<file path="config.mk">
export PLATFORM = sky130hd
export DESIGN_NAME = cpss_top
export DESIGN_NICKNAME = d
export VERILOG_FILES = /design/src/cpss_pkg.sv /design/src/cpss_sync_if.sv /design/src/cpss_front.sv /design/src/cpss_sync.sv /design/src/cpss_top.sv
export VERILOG_INCLUDE_DIRS = /design/src
export SDC_FILE = /design/constraint.sdc
export NUM_CORES = 1
export LEC_CHECK = 0
export BUFFER_PORTS_ARGS = -buffer_cell sky130_fd_sc_hd__clkbuf_2
export CORE_ASPECT_RATIO = 0.6
export CORE_UTILIZATION = 50
export DETAILED_ROUTE_END_ITERATION = 8
export GPL_ROUTABILITY_DRIVEN = 0
export PLACE_DENSITY = 0.73
export SLEW_MARGIN = 30
export SYNTH_ARGS = -nofsm -noshare
export SYNTH_HDL_FRONTEND = slang
export SYNTH_HIERARCHICAL = 1
export SYNTH_SLANG_ARGS = --single-unit
</file>
<file path="constraint.sdc">
create_clock -name CLK -period 1.9 [get_ports CLK]
set_input_delay 0.095 -clock CLK [delete_from_list [all_inputs] [get_ports CLK]]
set_output_delay 0.095 -clock CLK [all_outputs]
set_load 0.02 [all_outputs]
</file>
<file path="src/cpss_cfg.svh">
// Constants for the card parallel status block: register map and timing.
// Assumes a 100 MHz system clock and word addressing on the register bus.
`ifndef CPSS_CFG_SVH
`define CPSS_CFG_SVH
`define CPSS_ADDR_W 4
`define CPSS_OFF_CTRL 4'h0
`define CPSS_OFF_STATUS 4'h1
`define CPSS_OFF_EVENT 4'h2
`define CPSS_OFF_PORT16 4'h3
`define CPSS_CTRL_RST 32'h0000_0000
`define CPSS_BIT_IOMODE 0
`define CPSS_BIT_ALERT_EN 1
`define CPSS_BIT_IRQ_LEVEL 2
`define CPSS_BIT_WP 3
`define CPSS_BIT_BUSY 4
`define CPSS_BIT_IRQ_REQ 5
`define CPSS_BIT_WAIT_REQ 6
`define CPSS_BIT_RDY_EV 0
`define CPSS_BIT_WP_EV 1
`define CPSS_BIT_IOWR_EV 2
`define CPSS_INIT_NS 1000
`define CPSS_CLK_NS 10
`define CPSS_INIT_CYC ((`CPSS_INIT_NS + `CPSS_CLK_NS - 1) / `CPSS_CLK_NS)
`define CPSS_PULSE_NS 500
`define CPSS_PULSE_CYC (`CPSS_PULSE_NS / `CPSS_CLK_NS)
`define CPSS_UNMAPPED 32'h0000_0000
`endif

</file>
<file path="src/cpss_pkg.sv">
// Types shared by the card parallel status block.
// Assumes the config header supplies all numbers.
`default_nettype none
package cpss_pkg;
    typedef enum logic [1:0] {CPSS_ST_INIT, CPSS_ST_READY} cpss_init_e;
    typedef enum logic [1:0] {CPSS_CYC_IDLE, CPSS_CYC_MEM, CPSS_CYC_IORD, CPSS_CYC_IOWR} cpss_cyc_e;
endpackage
`default_nettype wire

</file>
<file path="src/cpss_sync_if.sv">
// Interface carrying synchronised host strobes between block modules.
// Assumes one clock domain on the receiving side.
`default_nettype none
interface cpss_sync_if;
    logic ce_low_n;
    logic ce_high_n;
    logic reg_n;
    logic oe_n;
    logic we_n;
    logic iord_n;
    logic iowr_n;
    logic iowr_rise;
    modport src (output ce_low_n, ce_high_n, reg_n, oe_n, we_n, iord_n, iowr_n, iowr_rise);
    modport dst (input ce_low_n, ce_high_n, reg_n, oe_n, we_n, iord_n, iowr_n, iowr_rise);
endinterface
`default_nettype wire

</file>
<file path="src/cpss_front.sv">
// Synchronises the host strobes and selects and detects the write edge.
// Assumes all host pins idle high.
`default_nettype none
module cpss_front (
    input wire logic clk,
    input wire logic reset,
    input wire logic [6:0] pins_n,
    cpss_sync_if.src sy
);
    logic [6:0] sync_q;
    logic iowr_prev;
    // One synchroniser per host strobe
    for (genvar i = 0; i < 7; i++)
    begin : g_sync
        cpss_sync #(.IDLE(1'b1)) u_sync (
            .clk(clk),
            .reset(reset),
            .d(pins_n[i]),
            .q(sync_q[i])
        );
    end
    assign sy.ce_low_n = sync_q[0];
    assign sy.ce_high_n = sync_q[1];
    assign sy.reg_n = sync_q[2];
    assign sy.oe_n = sync_q[3];
    assign sy.we_n = sync_q[4];
    assign sy.iord_n = sync_q[5];
    assign sy.iowr_n = sync_q[6];
    // Trailing edge of the write strobe, seen on synchronised copies only
    always_ff @(posedge clk)
    begin
        if (reset)
            iowr_prev <= 1'b1;
        else
            iowr_prev <= sync_q[6];
    end
    assign sy.iowr_rise = sync_q[6] & ~iowr_prev;
endmodule // cpss_front
`default_nettype wire

</file>
<file path="src/cpss_sync.sv">
// Two-stage synchroniser for one bit, reset to a given idle level.
// Assumes the input is asynchronous to CLK.
`default_nettype none
module cpss_sync #(
    parameter logic IDLE = 1'b1
) (
    input wire logic clk,
    input wire logic reset,
    input wire logic d,
    output logic q
);
    logic stage1;
    // First stage feeds only the second stage
    always_ff @(posedge clk)
    begin
        if (reset)
        begin
            stage1 <= IDLE;
            q <= IDLE;
        end
        else
        begin
            stage1 <= d;
            q <= stage1;
        end
    end
endmodule // cpss_sync
`default_nettype wire

</file>
<file path="src/cpss_top.sv">
// Card-side status and handshake logic of the parallel host interface.
// Assumes Avalon-MM master on CLK; host pins are asynchronous.
// Notes on behaviour
// - Memory mode: status change held high.
// - I/O mode: status change low on ready or write-protect change, if enabled.
// - Space select high means common memory, low attribute memory.
// - Input acknowledge low only while selected in an I/O read.
// - Memory mode: 16-bit output low after reset initialisation.
// - I/O mode: 16-bit output low when addressed port allows wide transfer.
// - Wait may be driven low to stretch any cycle.
// - High select takes odd byte; low select byte by address bit zero.
// - I/O writes are captured on the strobe's trailing edge.
// - Memory mode: ready line low until initialisation done.
// - I/O mode: ready line becomes interrupt, pulse or level.
`include "cpss_cfg.svh"
`default_nettype none
module cpss_top #(
    parameter int INIT_CYC = `CPSS_INIT_CYC,
    parameter int PULSE_CYC = `CPSS_PULSE_CYC
) (
    input wire logic CLK,
    input wire logic RESET,
    input wire logic CHIP_SEL_LOW_N,
    input wire logic CHIP_SEL_HIGH_N,
    input wire logic ATTRIBUTE_SPACE_SEL_N,
    input wire logic OE_STROBE_N,
    input wire logic WE_STROBE_N,
    input wire logic IO_READ_STROBE_N,
    input wire logic IO_WRITE_STROBE_N,
    input wire logic ADDRESS_BIT_ZERO,
    input wire logic [15:0] HOST_DATA,
    output logic STATUS_CHANGE_N,
    output logic INPUT_ACK_N,
    output logic PORT_16BIT_N,
    output logic WAIT_N,
    output logic READY_IRQ_N,
    output logic ATTR_ACCESS,
    output logic ODD_BYTE_ACCESS,
    output logic WORD_ACCESS,
    output logic [15:0] IO_WRITE_DATA,
    output logic IO_WRITE_VALID,
    input wire logic [`CPSS_ADDR_W-1:0] AVS_ADDRESS,
    input wire logic AVS_READ,
    input wire logic AVS_WRITE,
    input wire logic [31:0] AVS_WRITEDATA,
    input wire logic [3:0] AVS_BYTEENABLE,
    output logic [31:0] AVS_READDATA,
    output logic AVS_WAITREQUEST
);
    cpss_sync_if sy ();
    cpss_pkg::cpss_init_e init_state;
    logic [31:0] ctrl;
    logic [2:0] events;
    logic [15:0] port16_mask;
    logic [15:0] init_cnt;
    logic [15:0] pulse_cnt;
    logic ready_q;
    logic wp_q;
    logic irq_req_q;
    logic acc_done;
    logic [15:0] next_data;
    logic io_mode;
    logic selected;
    logic io_read_active;
    logic [31:0] status_word;
    logic [31:0] next_readdata;
    logic [15:0] data_hold;

    // Synchronise every host strobe and select first
    cpss_front u_front (
        .clk(CLK),
        .reset(RESET),
        .pins_n({IO_WRITE_STROBE_N, IO_READ_STROBE_N, WE_STROBE_N, OE_STROBE_N,
                 ATTRIBUTE_SPACE_SEL_N, CHIP_SEL_HIGH_N, CHIP_SEL_LOW_N}),
        .sy(sy)
    );

    assign io_mode = ctrl[`CPSS_BIT_IOMODE];
    assign selected = ~sy.ce_low_n | ~sy.ce_high_n;
    assign io_read_active = io_mode & selected & ~sy.iord_n & ~sy.reg_n;

    // Initialisation counter after reset; ready line busy until it ends
    always_ff @(posedge CLK)
    begin
        if (RESET)
        begin
            init_state <= cpss_pkg::CPSS_ST_INIT;
            init_cnt <= 16'h0000;
        end
        else
        begin
            case (init_state)
                cpss_pkg::CPSS_ST_INIT:
                begin
                    if (init_cnt == 16'(INIT_CYC - 1))
                        init_state <= cpss_pkg::CPSS_ST_READY;
                    else
                        init_cnt <= init_cnt + 16'h0001;
                end
                cpss_pkg::CPSS_ST_READY: init_cnt <= init_cnt;
                default: init_state <= cpss_pkg::CPSS_ST_INIT;
            endcase
        end
    end

    // Register bus: zero-wait write, one-wait read
    always_ff @(posedge CLK)
    begin
        if (RESET)
        begin
            ctrl <= `CPSS_CTRL_RST;
            port16_mask <= 16'h0000;
        end
        else if (AVS_WRITE)
        begin
            for (int b = 0; b < 4; b++)
            begin
                if (AVS_BYTEENABLE[b] && AVS_ADDRESS == `CPSS_OFF_CTRL)
                    ctrl[b*8 +: 8] <= AVS_WRITEDATA[b*8 +: 8];
            end
            // Mask is two bytes wide; its own loop keeps every select in range
            for (int b = 0; b < 2; b++)
            begin
                if (AVS_BYTEENABLE[b] && AVS_ADDRESS == `CPSS_OFF_PORT16)
                    port16_mask[b*8 +: 8] <= AVS_WRITEDATA[b*8 +: 8];
            end
        end
    end

    // Read data registered; waitrequest held until data stands
    always_comb
    begin
        status_word = 32'h0000_0000;
        status_word[0] = (init_state == cpss_pkg::CPSS_ST_READY);
        status_word[1] = selected;
        status_word[2] = ~sy.reg_n;
        status_word[3] = irq_req_q;
        case (AVS_ADDRESS)
            `CPSS_OFF_CTRL: next_readdata = ctrl;
            `CPSS_OFF_STATUS: next_readdata = status_word;
            `CPSS_OFF_EVENT: next_readdata = {29'h0000_0000, events};
            `CPSS_OFF_PORT16: next_readdata = {16'h0000, port16_mask};
            default: next_readdata = `CPSS_UNMAPPED;
        endcase
    end

    always_ff @(posedge CLK)
    begin
        if (RESET)
        begin
            AVS_READDATA <= 32'h0000_0000;
            acc_done <= 1'b0;
        end
        else
        begin
            acc_done <= AVS_READ & ~acc_done;
            if (AVS_READ)
                AVS_READDATA <= next_readdata;
        end
    end
    assign AVS_WAITREQUEST = AVS_READ & ~acc_done;

    // Sticky events; a new event wins over a software clear (write one)
    always_ff @(posedge CLK)
    begin
        if (RESET)
        begin
            events <= 3'h0;
            ready_q <= 1'b0;
            wp_q <= 1'b0;
        end
        else
        begin
            ready_q <= ~ctrl[`CPSS_BIT_BUSY];
            wp_q <= ctrl[`CPSS_BIT_WP];
            for (int i = 0; i < 3; i++)
            begin
                if (AVS_WRITE && AVS_ADDRESS == `CPSS_OFF_EVENT && AVS_BYTEENABLE[0]
                    && AVS_WRITEDATA[i])
                    events[i] <= 1'b0;
            end
            if (io_mode && (ready_q != ~ctrl[`CPSS_BIT_BUSY]))
                events[`CPSS_BIT_RDY_EV] <= 1'b1;
            if (io_mode && (wp_q != ctrl[`CPSS_BIT_WP]))
                events[`CPSS_BIT_WP_EV] <= 1'b1;
            if (io_mode && sy.iowr_rise)
                events[`CPSS_BIT_IOWR_EV] <= 1'b1;
        end
    end

    // Status change: high in memory mode, alert in I/O mode when enabled
    always_ff @(posedge CLK)
    begin
        if (RESET)
            STATUS_CHANGE_N <= 1'b1;
        else if (!io_mode)
            STATUS_CHANGE_N <= 1'b1;
        else
            STATUS_CHANGE_N <= ~(ctrl[`CPSS_BIT_ALERT_EN] &
                                 (events[`CPSS_BIT_RDY_EV] | events[`CPSS_BIT_WP_EV]));
    end

    // Input acknowledge only during a selected I/O read
    always_ff @(posedge CLK)
    begin
        if (RESET)
            INPUT_ACK_N <= 1'b1;
        else
            INPUT_ACK_N <= ~io_read_active;
    end

    // 16-bit port indication by mode
    always_ff @(posedge CLK)
    begin
        if (RESET)
            PORT_16BIT_N <= 1'b1;
        else if (!io_mode)
            PORT_16BIT_N <= (init_state != cpss_pkg::CPSS_ST_READY);
        else
            PORT_16BIT_N <= ~(selected & ~sy.reg_n &
                              port16_mask[{ADDRESS_BIT_ZERO, 3'h0}]);
    end

    // Wait stretches any selected cycle while software requests it
    always_ff @(posedge CLK)
    begin
        if (RESET)
            WAIT_N <= 1'b1;
        else
            WAIT_N <= ~(selected & ctrl[`CPSS_BIT_WAIT_REQ] &
                        (~sy.oe_n | ~sy.we_n | ~sy.iord_n | ~sy.iowr_n));
    end

    // Access decode: space and byte lane
    always_ff @(posedge CLK)
    begin
        if (RESET)
        begin
            ATTR_ACCESS <= 1'b0;
            ODD_BYTE_ACCESS <= 1'b0;
            WORD_ACCESS <= 1'b0;
        end
        else
        begin
            ATTR_ACCESS <= ~io_mode & selected & ~sy.reg_n;
            WORD_ACCESS <= ~sy.ce_low_n & ~sy.ce_high_n;
            ODD_BYTE_ACCESS <= (sy.ce_low_n & ~sy.ce_high_n) |
                               (~sy.ce_low_n & sy.ce_high_n & ADDRESS_BIT_ZERO);
        end
    end

    // Host data is sampled while the strobe is low, committed at its rise
    always_ff @(posedge CLK)
    begin
        if (RESET)
            data_hold <= 16'h0000;
        else if (!sy.iowr_n)
            data_hold <= HOST_DATA;
    end
    assign next_data = data_hold;

    always_ff @(posedge CLK)
    begin
        if (RESET)
        begin
            IO_WRITE_DATA <= 16'h0000;
            IO_WRITE_VALID <= 1'b0;
        end
        else
        begin
            IO_WRITE_VALID <= io_mode & selected & sy.iowr_rise;
            if (io_mode && selected && sy.iowr_rise)
                IO_WRITE_DATA <= next_data;
        end
    end

    // Interrupt pulse timer; pulse mode ends on its own
    always_ff @(posedge CLK)
    begin
        if (RESET)
        begin
            pulse_cnt <= 16'h0000;
            irq_req_q <= 1'b0;
        end
        else
        begin
            irq_req_q <= ctrl[`CPSS_BIT_IRQ_REQ];
            if (ctrl[`CPSS_BIT_IRQ_REQ] && !irq_req_q)
                pulse_cnt <= 16'(PULSE_CYC);
            else if (pulse_cnt != 16'h0000)
                pulse_cnt <= pulse_cnt - 16'h0001;
        end
    end

    // Ready line: busy flag in memory mode, interrupt in I/O mode
    always_ff @(posedge CLK)
    begin
        if (RESET)
            READY_IRQ_N <= 1'b0;
        else if (init_state != cpss_pkg::CPSS_ST_READY)
            READY_IRQ_N <= 1'b0;
        else if (!io_mode)
            READY_IRQ_N <= ~ctrl[`CPSS_BIT_BUSY];
        else if (ctrl[`CPSS_BIT_IRQ_LEVEL])
            READY_IRQ_N <= ~ctrl[`CPSS_BIT_IRQ_REQ];
        else
            READY_IRQ_N <= (pulse_cnt == 16'h0000);
    end
endmodule // cpss_top
`default_nettype wire

</file>
==> results.md, run 1 <==
- The flow ran to the end, but the final reports show violations.
- The checks that failed: DRC.
- The tool flagged a number of max-cap violations equal to 0.
- The worst hold endpoint is ctrl[5]$_SDFFE_PP0P_.
- Setup repair after global routing could not meet its margin everywhere.
- The post-synthesis instance area is 6750 sq um.
- The HPWL after detailed placement is 11.1 mm.
- In this run the most critical hold path is launched from RESET.
- For this run, the register share of the synthesized area comes to 0.522.
- The category of the critical setup timing path is reg2reg.
- The placement-stage worst setup slack is 0.105 ns.
- In this run the worst path has a maximum fanout of 6.
- In the final timing run, aggregate negative setup slack is 0 ns.
- By count the netlist is led by sky130_fd_sc_hd__dfxtp_1 (176), sky130_fd_sc_hd__nor2_1 (103), sky130_fd_sc_hd__mux2i_1 (69), sky130_fd_sc_hd__nand2_1 (67), sky130_fd_sc_hd__a21oi_1 (51).
- The first-iteration detailed-routing DRC count is 447.
- TritonCTS built the clock tree.
- Synthesis produced a netlist with a net count of 773.
- Relative to the synthesized area, the layout overhead comes to 29.2%.
- The number of antenna violations at the first check in global routing is 0.
- The number of synthesized flops with an enable pin is 0.
- The buffers plus inverters on the worst setup path is 1.
- Of the post-synthesis cell area, the dominant cell type holds 0.522.
- Setup slack closes at 0.0487 ns.
- Counting flops with an async set or reset pin after synthesis yields a share of 0.
- VDD sags by at most 0.569 mV.
- The number of fill cells in the layout is 993.
- The proportion of layout cells with a drive suffix above 1 is 0.221.
- The beginning of the critical path is pulse_cnt[1]$_SDFFE_PP0P_.
- The analysis attributes to cell leakage a power of 0.00365 uW.
- The maximum count of clock buffers along a single path is 2.
- The critical path runs through a total of 6 cells.
- The net count reported at finish is 949.
- The data arrival at the endpoint of the critical path is 2.16 ns.
- The most instantiated flip-flop cell in the synthesis netlist is sky130_fd_sc_hd__dfxtp_1.
- Buffers inserted during clock tree synthesis total 17.
- The floorplan step defined a core boundary enclosing 13000 sq um.
- Grouping stages by cell kind, the critical path spends the most delay in simple AND/OR/NAND/NOR gates.
- The post-synthesis register bit count is 176.
- The count of final hold-check violations came to 0.
- The max-slew headroom at the worst pin is 0.597.
- After global routing the overflow that remains totals 0.
- Static timing analysis puts the maximum clock frequency at 0.540 GHz.
- Setup violations remaining at the end of the flow were counted as 0.
- The total global-route track usage is 0.242.
- For this block, wires on met1 add up to 7.88 mm.
- The die covers 14000 sq um.
- The startpoint class of the critical path is a flop.
- The effective utilization at floorplan is 0.519.
- The power density over cell area is 1060 nW/um^2.
- In this run the critical register-to-register path is launched from pulse_cnt[1]$_SDFFE_PP0P_.
- The overall routed net length is 16.5 mm.
- For flop-to-flop paths, the worst setup slack is 0.05 ns.
- The CTS H-tree depth is 4.
- The met2 wire length is 7.42 mm.
- The library cell with the largest summed area after synthesis is sky130_fd_sc_hd__dfxtp_1.
- Measured along the y axis, the die boundary spans 92.0 um.
- The clock skew after layout is 0.00943 ns.
- The shortest clock period the worst path allows after layout is 1.85 ns.
- The signal on the critical path passes through inv_1 > ha_1 > nor3b_4 > nand4_2 > and3b_1 > o31a_1.
- Summing over every cut layer, the via total after detailed routing is 5765.
- The final core area utilization is 0.671.
- The global-route wire length before repair is 26.8 mm.
- In the routed layout, each cell is associated on average with a via count of 5.43.
- The via count of the first global-routing pass is 5495.
- 0 antenna diodes ended up in the layout.
- Among all cell types in the netlist, the one instantiated most often is sky130_fd_sc_hd__dfxtp_1.
- The nature of the critical path endpoint is a flop.
- The average wire per standard cell is 15.6 um.
- After synthesis, the cell types taking the most area are sky130_fd_sc_hd__dfxtp_1 (52%), sky130_fd_sc_hd__mux2i_1 (10%), sky130_fd_sc_hd__nor2_1 (5.7%).
- The number of setup buffers added after CTS is 0.
- The number of optimization iterations in the first detailed-route pass is 7.
- The count of port buffers added during placement is 125.
- The required time at the endpoint of the critical path is 2.21 ns.
- A synthesized cell averages 9.61 sq um.
- The detailed router used layers up to and including met4.
- Clock tree synthesis selected as its root buffer the cell sky130_fd_sc_hd__clkbuf_16.
- Entering global routing, the biggest net connects 63 pins.
- The number of max-slew violations in the final report is 0.
- The horizontal die dimension is 152 um.
- The total of warnings raised by yosys is 6.
- The count of clock tree sinks is 176.
- The clock reaches the later pin of the worst-skew pair after 0.42 ns.
- The part of the cycle the worst path needs is 0.974.
- After clock tree synthesis, the clock-pin slew on the worst setup and hold paths is 0.07 ns.
- The DRC violation count after routing is 21.
- The number of standard-cell rows in the floorplan is 32.
- The largest individual stage delay along the critical path comes from the cell sky130_fd_sc_hd__dfxtp_1.
- The gate count of the mapped netlist is 703.
- The endpoint identified for the worst register-to-register timing path is pulse_cnt[5]$_SDFFE_PP0P_.
- For the pin with the worst max-slew slack, the measured transition is 0.605 ns.
- The type of the most critical hold path is in2reg.
- The detail route stage leaves a number of antenna-violating nets equal to 0.
- The routed wire length on met3 is 967 um.
- The distinct cell type count after synthesis is 57.
- The path depth of the worst reg2reg path is 6.
- On the worst path, the slowest cell contributes a delay of 0.34 ns.
- Counting instances, the worst hold path has a depth of 2.
- The number of top-level pins is 126.
stage by stage:
stage / hold slack, ns / cells / cell area, sq um / total power, uW
after detailed placement: 0.277 / 975 / 7560 / 5580
after global placement: 0.272 / 975 / 7560 / 5500
final: 0.0166 / 1062 / 8730 / 9260
after global routing: 0.0139 / 1062 / 8730 / 9630
after floorplan: 0.192 / 703 / 6750 / 5170
after CTS: 0.00851 / 1062 / 8720 / 9240
report_power, final:
| part | total (uW) | switching, uW | internal [uW] |
|---|---|---|---|
| sequential | 4150 | 270 | 3880 |
| clock | 3580 | 1580 | 2010 |
| combinational | 1520 | 806 | 718 |
| total | 9260 | 2650 | 6600 |
sequential cells by signal (all words and copies together), names as in the netlist, 3 cells and up:
signal                        count
u_front/g_sync.u_sync/q           7
data_hold                        16
u_front/g_sync.u_sync/stage1      7
IO_WRITE_DATA                    16
pulse_cnt                        16
port16_mask                      16
events                            3
init_cnt                         16
AVS_READDATA                     32
ctrl                             32
kinds of logic after synthesis:
kind of cell,Yosys count,share of synthesized area
mux,75,0.117
compound gates,99,0.0917
buf+inv,50,0.0300
simple gates,284,0.214
xor+xnor,17,0.0220
flops,176,0.522
fa+ha+maj,2,0.00370
how the worst max path moves through the flow:
stage,endpoint,slack [ns]
after floorplan,pulse_cnt[5]$_SDFFE_PP0P_,0.27
after global routing,pulse_cnt[5]$_SDFFE_PP0P_,-0.04
final,pulse_cnt[5]$_SDFFE_PP0P_,0.05
after CTS,pulse_cnt[5]$_SDFFE_PP0P_,0.07
after detailed placement,pulse_cnt[5]$_SDFFE_PP0P_,0.10
after global placement,pulse_cnt[5]$_SDFFE_PP0P_,0.17
per-layer routing:
metal | GRT usage | vias to the layer above
met4 | 0.0867 | 0
met5 | 0 | -
met3 | 0.0491 | 28
met1 | 0.323 | 2732
li1 | - | 2804
met2 | 0.392 | 201
cells in the final DEF (no fill, tap or decap), types with 5 or more instances in the layout:
master                            n
sky130_fd_sc_hd__nor3_1          11
sky130_fd_sc_hd__inv_1           10
sky130_fd_sc_hd__a21oi_1         51
sky130_fd_sc_hd__o21ai_0         10
sky130_fd_sc_hd__dlygate4sd3_1   55
sky130_fd_sc_hd__nor4_1          12
sky130_fd_sc_hd__dfxtp_1        176
sky130_fd_sc_hd__mux2i_1         69
sky130_fd_sc_hd__or3_1            6
sky130_fd_sc_hd__buf_4           17
sky130_fd_sc_hd__xnor2_1         12
sky130_fd_sc_hd__nand3_1         23
sky130_fd_sc_hd__clkbuf_2       124
sky130_fd_sc_hd__or2_1           15
sky130_fd_sc_hd__nor2_1         103
sky130_fd_sc_hd__clkbuf_16       17
sky130_fd_sc_hd__a22oi_1         15
sky130_fd_sc_hd__a22o_1          12
sky130_fd_sc_hd__and3_1           5
sky130_fd_sc_hd__xor2_1           5
sky130_fd_sc_hd__nand2_1         67
what timing repair did:
item	CTS	global route
gates resized for setup	0	1
hold buffers	55	0
setup endpoints to repair	0	5
endpoints found under the hold margin	70	0
worst register-to-register path: stages, from the launching register on:
cell                      delay [ns]
sky130_fd_sc_hd__dfxtp_1        0.34
sky130_fd_sc_hd__inv_1          0.08
sky130_fd_sc_hd__ha_1           0.22
sky130_fd_sc_hd__nor3b_4        0.30
sky130_fd_sc_hd__nand4_2        0.26
sky130_fd_sc_hd__and3b_1        0.26
sky130_fd_sc_hd__o31a_1         0.27
cell type report:
| type | count | area, sq um | area share |
|---|---|---|---|
| clock buffers | 17 | 425 | 0.0487 |
| clock inverters | 15 | 188 | 0.0215 |
| inverters | 11 | 41.3 | 0.00473 |
| multi-input cells | 477 | 3040 | 0.348 |
| flip-flops and latches | 176 | 3520 | 0.404 |
| well taps | 170 | 213 | 0.0244 |
| repair buffers | 196 | 1300 | 0.149 |
Power figures use the tool's default switching activity.
==> run 2, diff against run 1 <==
--- a/config.mk
+++ b/config.mk
@@ -6,6 +6,7 @@
 export SDC_FILE = /design/constraint.sdc
 export NUM_CORES = 1
 export LEC_CHECK = 0
+export ABC_AREA = 1
 export BUFFER_PORTS_ARGS = -buffer_cell sky130_fd_sc_hd__clkbuf_2
 export CORE_ASPECT_RATIO = 0.6
 export CORE_UTILIZATION = 50
==> results.md, run 2 <==
- The required time at the endpoint of the critical path is 2.19 ns (was 2.21 ns).
- The placement-stage worst setup slack came to 0.277 ns (was 0.105 ns).
- The placeable core area was 13700 sq um (was 13000 sq um).
- The setup slack on the worst flop-to-flop path is 0.16 ns (was 0.05 ns).
- RSZ-0062 raised after global routing: false (was true).
- The global-route wire length before repair is 30.4 mm (was 26.8 mm).
- The part of the cycle the worst path needs was 0.918 (was 0.974).
- The setup slack after layout was 0.156 ns (was 0.0487 ns).
- The critical-path maximum fanout is 15 (was 6).
- The later-pin clock latency in the skew report is 0.43 ns (was 0.42 ns).
- The distinct cell type count after synthesis is 37 (was 57).
- The peak per-stage delay on the critical path was 0.39 ns (was 0.34 ns).
- The number of optimization iterations in the first detailed-route pass came to 6 (was 7).
- The total negative slack for setup checks was 0 ns (unchanged).
- The area of all placed cells without fillers was 8960 sq um (was 8730 sq um).
- The number of antenna violations at the first check in global routing is 0 (unchanged).
- The beginning of the critical path is init_cnt[0]$_SDFFE_PP0P_ (was pulse_cnt[1]$_SDFFE_PP0P_).
- The endpoint of the worst setup timing path is init_cnt[7]$_SDFFE_PP0P_ (was pulse_cnt[5]$_SDFFE_PP0P_).
- The library cell with the largest summed area after synthesis is sky130_fd_sc_hd__dfxtp_1 (unchanged).
- The footprint of the flip-flops and latches is 3520 sq um (unchanged).
- The net count reported at finish is 1179 (was 949).
- The number of synthesized flops with an enable pin is 0 (unchanged).
- The height of the die is 94.1 um (was 92.0 um).
- The count of max-cap constraint violations is 0 (unchanged).
- Commonest cells after routing, fill and taps aside: sky130_fd_sc_hd__dfxtp_1 (176), sky130_fd_sc_hd__nand2_1 (159), sky130_fd_sc_hd__nor2_1 (158), sky130_fd_sc_hd__clkbuf_2 (125), sky130_fd_sc_hd__o21ai_0 (106) (was sky130_fd_sc_hd__dfxtp_1 (176), sky130_fd_sc_hd__clkbuf_2 (124), sky130_fd_sc_hd__nor2_1 (103), sky130_fd_sc_hd__mux2i_1 (69), sky130_fd_sc_hd__nand2_1 (67)).
- The final core area utilization is 0.652 (was 0.671).
- The horizontal die dimension is 156 um (was 152 um).
- The number of fill cells in the layout is 1179 (was 993).
- The gate count of the mapped netlist is 936 (was 703).
- The proportion of layout cells with a drive suffix above 1 is 0.180 (was 0.221).
- Leading cell types by total area after synthesis: sky130_fd_sc_hd__dfxtp_1 (50%), sky130_fd_sc_hd__nand2_1 (8.4%), sky130_fd_sc_hd__nor2_1 (8.4%) (was sky130_fd_sc_hd__dfxtp_1 (52%), sky130_fd_sc_hd__mux2i_1 (10%), sky130_fd_sc_hd__nor2_1 (5.7%)).
- The post-synthesis instance area came to 7080 sq um (was 6750 sq um).
- The leftover overflow at the end of global routing was 0 (unchanged).
- The path depth of the worst reg2reg path was 8 (was 6).
- The worst voltage drop across the vdd grid is 0.622 mV (was 0.569 mV).
- The maximum count of clock buffers along a single path is 2 (unchanged).
- The transition time at the pin with the least slew margin is 0.563 ns (was 0.605 ns).
- Largest registers in the final layout: AVS_READDATA (32), ctrl (32) (unchanged).
- Synth top cells by count: sky130_fd_sc_hd__dfxtp_1 (176), sky130_fd_sc_hd__nand2_1 (159), sky130_fd_sc_hd__nor2_1 (158), sky130_fd_sc_hd__o21ai_0 (106), sky130_fd_sc_hd__inv_1 (91) (was sky130_fd_sc_hd__dfxtp_1 (176), sky130_fd_sc_hd__nor2_1 (103), sky130_fd_sc_hd__mux2i_1 (69), sky130_fd_sc_hd__nand2_1 (67), sky130_fd_sc_hd__a21oi_1 (51)).
- The type of the most critical hold path is in2reg (unchanged).
- The shortest clock period the worst path allows after layout is 1.74 ns (was 1.85 ns).
- The data arrival at the endpoint of the critical path was 2.04 ns (was 2.16 ns).
- Status: completed (was finished, violations left).
- The cell area reported after detailed placement is 7840 sq um (was 7560 sq um).
- The slowest cell on the critical path was sky130_fd_sc_hd__dfxtp_1 (unchanged).
- The leading cell type by number of instances after synthesis is sky130_fd_sc_hd__dfxtp_1 (unchanged).
- The DRC violation count after routing is 0 (was 21).
- The total of warnings raised by yosys is 6 (unchanged).
- The number of max-slew violations in the final report was 0 (unchanged).
- The average wire per standard cell was 14.2 um (was 15.6 um).
- The vias after detailed routing is 6665 (was 5765).
- The detailed placement HPWL is 12.8 mm (was 11.1 mm).
- The first-iteration detailed-routing DRC count is 443 (was 447).
- The effective utilization at floorplan is 0.515 (was 0.519).
- The CTS H-tree depth was 4 (unchanged).
- The startpoint class of the critical path is a flop (unchanged).
- The relative area change from synthesis to final layout is 26.7% (was 29.2%).
- The synthesized area per cell was 7.56 sq um (was 9.61 sq um).
- The CTS tree is built (unchanged).
- The number of nets in the synthesized netlist came to 1006 (was 773).
- The power density over cell area is 1040 nW/um^2 (was 1060 nW/um^2).
- The post-synthesis async set-or-reset flop share was 0 (unchanged).
- The terminus of the critical flop-to-flop path is init_cnt[7]$_SDFFE_PP0P_ (was pulse_cnt[5]$_SDFFE_PP0P_).
- The number of top-level pins is 126 (unchanged).
- The ratio of routed vias to standard cells is 5.07 (was 5.43).
- The portion of synthesized cell area occupied by the leading cell type is 0.498 (was 0.522).
- The count of final hold-check violations is 0 (unchanged).
- The count of port buffers added during placement is 125 (unchanged).
- The nature of the critical path endpoint was a flop (unchanged).
- The antenna diode count is 0 (unchanged).
- The clock tree root driver cell is sky130_fd_sc_hd__clkbuf_16 (unchanged).
- The via count of the first global-routing pass was 6118 (was 5495).
- The largest net degree at the start of global routing is 74 (was 63).
- The max-slew headroom at the worst pin came to 0.625 (was 0.597).
- The most common library cell in the layout ignoring fill and taps is sky130_fd_sc_hd__dfxtp_1 (unchanged).
- The number of standard-cell rows in the floorplan is 33 (was 32).
- The reported leakage power is 0.00381 uW (was 0.00365 uW).
- The clock skew after layout is 0.0106 ns (was 0.00943 ns).
- The start of the worst register-to-register path is init_cnt[0]$_SDFFE_PP0P_ (was pulse_cnt[1]$_SDFFE_PP0P_).
- The most instantiated flip-flop cell in the synthesis netlist is sky130_fd_sc_hd__dfxtp_1 (unchanged).
- The category of the critical setup timing path is reg2reg (unchanged).
- The total global-route track usage is 0.267 (was 0.242).
- The number of buffers added by the clock tree synthesis step is 17 (unchanged).
- CP Cell Sequence: ha_1 > nand3_1 > nor2_1 > nand2_2 > nand2_4 > inv_2 > nand2_1 > a21oi_1 (was inv_1 > ha_1 > nor3b_4 > nand4_2 > and3b_1 > o31a_1).
- The post-synthesis register bit count came to 176 (unchanged).
- The overall routed net length came to 18.6 mm (was 16.5 mm).
- The area of the multi-input gates is 2950 sq um (was 3040 sq um).
- The count of clock tree sinks is 176 (unchanged).
- The total die area is 14600 sq um (was 14000 sq um).
- The fmax was 0.573 GHz (was 0.540 GHz).
- The final setup violation count is 0 (unchanged).
- The remaining antenna violation count after routing was 0 (unchanged).
- The sequential-to-total area share from yosys stat is 0.498 (was 0.522).
- The clock transition at the registers of the reported paths was 0.07 ns (about the same).
## run 2: cell types whose count changed after synthesis, sizes merged, moves of 8 or more
| cell | before | now |
|---|---|---|
| or2 | 17 | 0 |
| mux2i | 69 | 0 |
| a22oi | 15 | 0 |
| a21oi | 51 | 93 |
| a22o | 12 | 0 |
| nand2 | 67 | 167 |
| o21ai | 10 | 114 |
| o22ai | 0 | 12 |
| nor4 | 15 | 0 |
| nor2 | 103 | 164 |
| inv | 11 | 97 |
| nand4 | 6 | 14 |
## run 2: power by group
| group | switching [uW] | internal, uW | total, uW | leakage [uW] |
|---|---|---|---|---|
| registers | 173 | 3910 | 4090 | 0.00143 |
| clock network | 1710 | 1780 | 3480 | 0.000292 |
| logic | 1040 | 679 | 1720 | 0.00208 |
## run 2: cells by family after synthesis
logic type | Yosys count | synth area share
AND/OR/NAND/NOR | 384 | 0.234
AO/OA/AOI/OAI | 223 | 0.164
flip-flops | 176 | 0.498
buffers and inverters | 138 | 0.0847
XOR/XNOR | 13 | 0.0161
adder cells (fa/ha/maj) | 2 | 0.00354
## run 2: layout make-up
type,count,share of cell area
clock buffers,17,0.0475
clock inverters,15,0.0184
inverters,101,0.0434
multi-input cells,622,0.329
flip-flops and latches,176,0.393
well taps,192,0.0268
repair buffers,191,0.141
## run 2: worst min-delay path by stage
| stage | startpoint | end | cells past startpoint |
|---|---|---|---|
| final | AVS_WRITEDATA[0] | events[0]$_SDFFE_PP0P_ | 4 |
| after detailed placement | IO_WRITE_STROBE_N | u_front/g_sync[6].u_sync/stage1$_SDFF_PP1_ | 3 |
| after CTS | AVS_WRITEDATA[0] | events[0]$_SDFFE_PP0P_ | 4 |
| after global placement | IO_WRITE_STROBE_N | u_front/g_sync[6].u_sync/stage1$_SDFF_PP1_ | 3 |
| after floorplan | CHIP_SEL_LOW_N | u_front/g_sync[0].u_sync/stage1$_SDFF_PP1_ | 2 |
| after global routing | AVS_WRITEDATA[2] | events[2]$_SDFFE_PP0P_ | 4 |
## run 2: critical path: cells and delay by family, from the launching register on
family | cells | cell delay (ns)
AO/OA/AOI/OAI | 1 | 0.06
adder cells (fa/ha/maj) | 1 | 0.25
buffers and inverters | 1 | 0.17
flip-flops | 1 | 0.39
AND/OR/NAND/NOR | 5 | 0.73
## run 2: through the flow
stage | std cells | hold slack [ns] | total power (uW)
floorplan | 936 | 0.187 | 5410
global placement | 1229 | 0.278 | 5770
detailed placement | 1229 | 0.276 | 5770
CTS | 1314 | 0.00133 | 9320
global route | 1314 | 0.0481 | 9770
finish | 1314 | 0.0242 | 9290
## run 2: repair_timing
action | in CTS | in global routing
endpoints found under the hold margin | 64 | 0
setup buffers | 0 | 0
resized for setup | 0 | 0
hold buffers | 53 | 0
## run 2: layer usage
layer  global-route usage  vias up  part of all wire
met2                0.382      259              0.40
li1                     -     3370                 -
met3               0.0918       28              0.10
met5                    0        -                 0
met1                0.374     3008              0.48
met4               0.0866        0             0.014
==> run 3, diff against run 2 <==
--- a/config.mk
+++ b/config.mk
@@ -7,12 +7,15 @@
 export NUM_CORES = 1
 export LEC_CHECK = 0
 export ABC_AREA = 1
+export ABC_CLOCK_PERIOD_IN_PS = 1900
 export BUFFER_PORTS_ARGS = -buffer_cell sky130_fd_sc_hd__clkbuf_2
+export CELL_PAD_IN_SITES_DETAIL_PLACEMENT = 0
+export CELL_PAD_IN_SITES_GLOBAL_PLACEMENT = 1
 export CORE_ASPECT_RATIO = 0.6
-export CORE_UTILIZATION = 50
+export CORE_UTILIZATION = 40
 export DETAILED_ROUTE_END_ITERATION = 8
 export GPL_ROUTABILITY_DRIVEN = 0
-export PLACE_DENSITY = 0.73
+export PLACE_DENSITY_LB_ADDON = 0.1
 export SLEW_MARGIN = 30
 export SYNTH_ARGS = -nofsm -noshare
 export SYNTH_HDL_FRONTEND = slang
==> results.md, run 3 (synthesis gave the netlist of run 2 again) <==
- Status: completed (unchanged).
- The CTS H-tree depth is 4 (unchanged).
- The ratio of routed vias to standard cells is 4.66 (was 5.07).
- The nature of the critical path endpoint is a flop (unchanged).
- The count of clock tree sinks is 176 (unchanged).
- The cell area reported after detailed placement is 7880 sq um (was 7840 sq um).
- The number of buffers added by the clock tree synthesis step is 17 (unchanged).
- The placeable core area was 17200 sq um (was 13700 sq um).
- Commonest cells after routing, fill and taps aside: sky130_fd_sc_hd__dfxtp_1 (176), sky130_fd_sc_hd__nand2_1 (159), sky130_fd_sc_hd__nor2_1 (158), sky130_fd_sc_hd__clkbuf_2 (125), sky130_fd_sc_hd__o21ai_0 (106) (unchanged).
- Largest registers in the final layout: AVS_READDATA (32), ctrl (32) (unchanged).
- The final worst hold slack is 0.0699 ns (was 0.0242 ns).
- The detailed placement HPWL is 12.6 mm (was 12.8 mm).
- The DRC violation count after routing is 0 (unchanged).
- The number of max-slew violations in the final report is 0 (unchanged).
- The overall routed net length came to 18.2 mm (was 18.6 mm).
- The number of optimization iterations in the first detailed-route pass is 4 (was 6).
- The part of the cycle the worst path needs was 0.858 (was 0.918).
- The clock transition at the registers of the reported paths is 0.07 ns (about the same).
- The horizontal die dimension was 174 um (was 156 um).
- The number of antenna violations at the first check in global routing is 1 (was 0).
- The number of cells on the worst hold path came to 4 (unchanged).
- The peak per-stage delay on the critical path was 0.32 ns (was 0.39 ns).
- The average wire per standard cell is 13.4 um (was 14.2 um).
- The slowest cell on the critical path is sky130_fd_sc_hd__dfxtp_1 (unchanged).
- The final setup violation count is 0 (unchanged).
- The total global-route track usage is 0.209 (was 0.267).
- The relative area change from synthesis to final layout is 28.4% (was 26.7%).
- The number of top-level pins came to 126 (unchanged).
- The clock tree root driver cell is sky130_fd_sc_hd__clkbuf_16 (unchanged).
- The type of the most critical hold path is in2reg (unchanged).
- The later-pin clock latency in the skew report is 0.43 ns (about the same).
- The startpoint class of the critical path is a flop (unchanged).
- The height of the die is 105 um (was 94.1 um).
- The maximum count of clock buffers along a single path was 2 (unchanged).
- CP Cell Sequence: inv_1 > ha_1 > nand3_1 > nor2_2 > nand2_2 > nand2_1 > nand2_1 > a21oi_1 (was ha_1 > nand3_1 > nor2_1 > nand2_2 > nand2_4 > inv_2 > nand2_1 > a21oi_1).
- The leftover overflow at the end of global routing is 0 (unchanged).
- The first-iteration detailed-routing DRC count is 396 (was 443).
- The fmax came to 0.613 GHz (was 0.573 GHz).
- The vias after detailed routing came to 6341 (was 6665).
- The most used cell along the critical path is sky130_fd_sc_hd__nand2_1.
- The reported leakage power is 0.00384 uW (was 0.00381 uW).
- The shortest clock period the worst path allows after layout is 1.63 ns (was 1.74 ns).
- The required time at the endpoint of the critical path is 2.25 ns (was 2.19 ns).
- The total die area came to 18200 sq um (was 14600 sq um).
- The critical-path maximum fanout is 15 (unchanged).
- The CTS tree is built (unchanged).
- The remaining antenna violation count after routing is 0 (unchanged).
- The count of port buffers added during placement is 125 (unchanged).
- The path depth of the worst reg2reg path is 8 (unchanged).
- The transition time at the pin with the least slew margin is 0.558 ns (was 0.563 ns).
- The count of cells resized by post-cts repair came to 0 (unchanged).
- The effective utilization at floorplan came to 0.411 (was 0.515).
- The category of the critical setup timing path is reg2reg (unchanged).
- The count of max-cap constraint violations is 0 (unchanged).
- The clock skew after layout was 0.00760 ns (was 0.0106 ns).
- The global-route wire length before repair is 30.0 mm (was 30.4 mm).
- The final core area utilization came to 0.528 (was 0.652).
- The count of final hold-check violations is 0 (unchanged).
- RSZ-0062 raised after global routing: false (unchanged).
- The worst voltage drop across the vdd grid was 0.686 mV (was 0.622 mV).
- The total negative slack for setup checks is 0 ns (unchanged).
- The largest net degree at the start of global routing was 53 (was 74).
- The most common library cell in the layout ignoring fill and taps is sky130_fd_sc_hd__dfxtp_1 (unchanged).
- The max-slew headroom at the worst pin is 0.628 (was 0.625).
- The proportion of layout cells with a drive suffix above 1 is 0.180 (about the same).
- The power density over cell area is 1060 nW/um^2 (was 1040 nW/um^2).
- The number of standard-cell rows in the floorplan came to 37 (was 33).
- The net count reported at finish is 1182 (was 1179).
- The data arrival at the endpoint of the critical path is 1.98 ns (was 2.04 ns).
- The setup slack on the worst flop-to-flop path is 0.27 ns (was 0.16 ns).
- The via count of the first global-routing pass is 5711 (was 6118).
- The area of all placed cells without fillers is 9090 sq um (was 8960 sq um).
==> run 3: cell count changes in the layout (fill, tap and decap cells not counted) <==
| cell | previous run | this run |
|---|---|---|
| sky130_fd_sc_hd__clkinv_4 | 6 | 2 |
| sky130_fd_sc_hd__inv_6 | 1 | 5 |
| sky130_fd_sc_hd__bufinv_16 | 0 | 3 |
| sky130_fd_sc_hd__dlygate4sd3_1 | 53 | 56 |
| sky130_fd_sc_hd__inv_8 | 6 | 3 |
| sky130_fd_sc_hd__clkbuf_8 | 0 | 2 |
| sky130_fd_sc_hd__buf_12 | 1 | 0 |
| sky130_fd_sc_hd__buf_4 | 12 | 13 |
| sky130_fd_sc_hd__clkinv_8 | 2 | 1 |
| sky130_fd_sc_hd__diode_2 | 0 | 1 |
| sky130_fd_sc_hd__inv_12 | 1 | 0 |
==> run 3: power breakdown <==
group	total (uW)	internal [uW]	switching, uW
Combinational	1720	665	1050
Clock	3820	2200	1620
Sequential	4080	3910	169
Total	9620	6780	2840
==> run 3: worst paths after layout <==
path	startpoint	end
worst max-delay path	pulse_cnt[0]$_SDFFE_PP0N_	READY_IRQ_N$_SDFF_PP0_
worst max register to register	pulse_cnt[0]$_SDFFE_PP0N_	READY_IRQ_N$_SDFF_PP0_
worst min-delay path	AVS_BYTEENABLE[2]	ctrl[21]$_SDFFE_PP0P_
worst min register to register	u_front/g_sync[4].u_sync/stage1$_SDFF_PP1_	u_front/g_sync[4].u_sync/q$_SDFF_PP1_
==> run 3: per-stage QoR <==
stage / setup slack (ns) / instances / total power (uW)
after floorplan: 0.378 / 936 / 5410
after global placement: 0.321 / 1271 / 5790
after detailed placement: 0.266 / 1271 / 5780
after CTS: 0.247 / 1359 / 9700
after global routing: 0.0524 / 1360 / 10100
final: 0.270 / 1360 / 9620
==> run 3: worst max-delay path, delay by kind of cell, from the launching register on <==
kind	cells	cell delay [ns]
flops	1	0.32
simple gates	5	0.80
fa+ha+maj	1	0.19
buf+inv	1	0.07
compound gates	1	0.17
==> run 3: timing repair <==
item,CTS,global route
buffers inserted,0,0
hold endpoints to repair,75,0
hold buffers,56,0
==> run 3: cell type report <==
type	instances	area, sq um
fill	1710	8140
sequential	176	3520
multi-input combinational	622	2950
timing repair buffer	194	1280
clock buffer	19	453
inverter	101	389
tap	234	293
clock inverter	13	189
antenna	1	2.50
==> run 3: metal layers <==
| metal | share of wire | vias up | track usage |
|---|---|---|---|
| li1 | - | 3381 | - |
| met1 | 0.54 | 2823 | 0.318 |
| met2 | 0.40 | 123 | 0.283 |
| met3 | 0.047 | 14 | 0.0488 |
| met4 | 0.011 | 0 | 0.0695 |
| met5 | 0 | - | 0 |
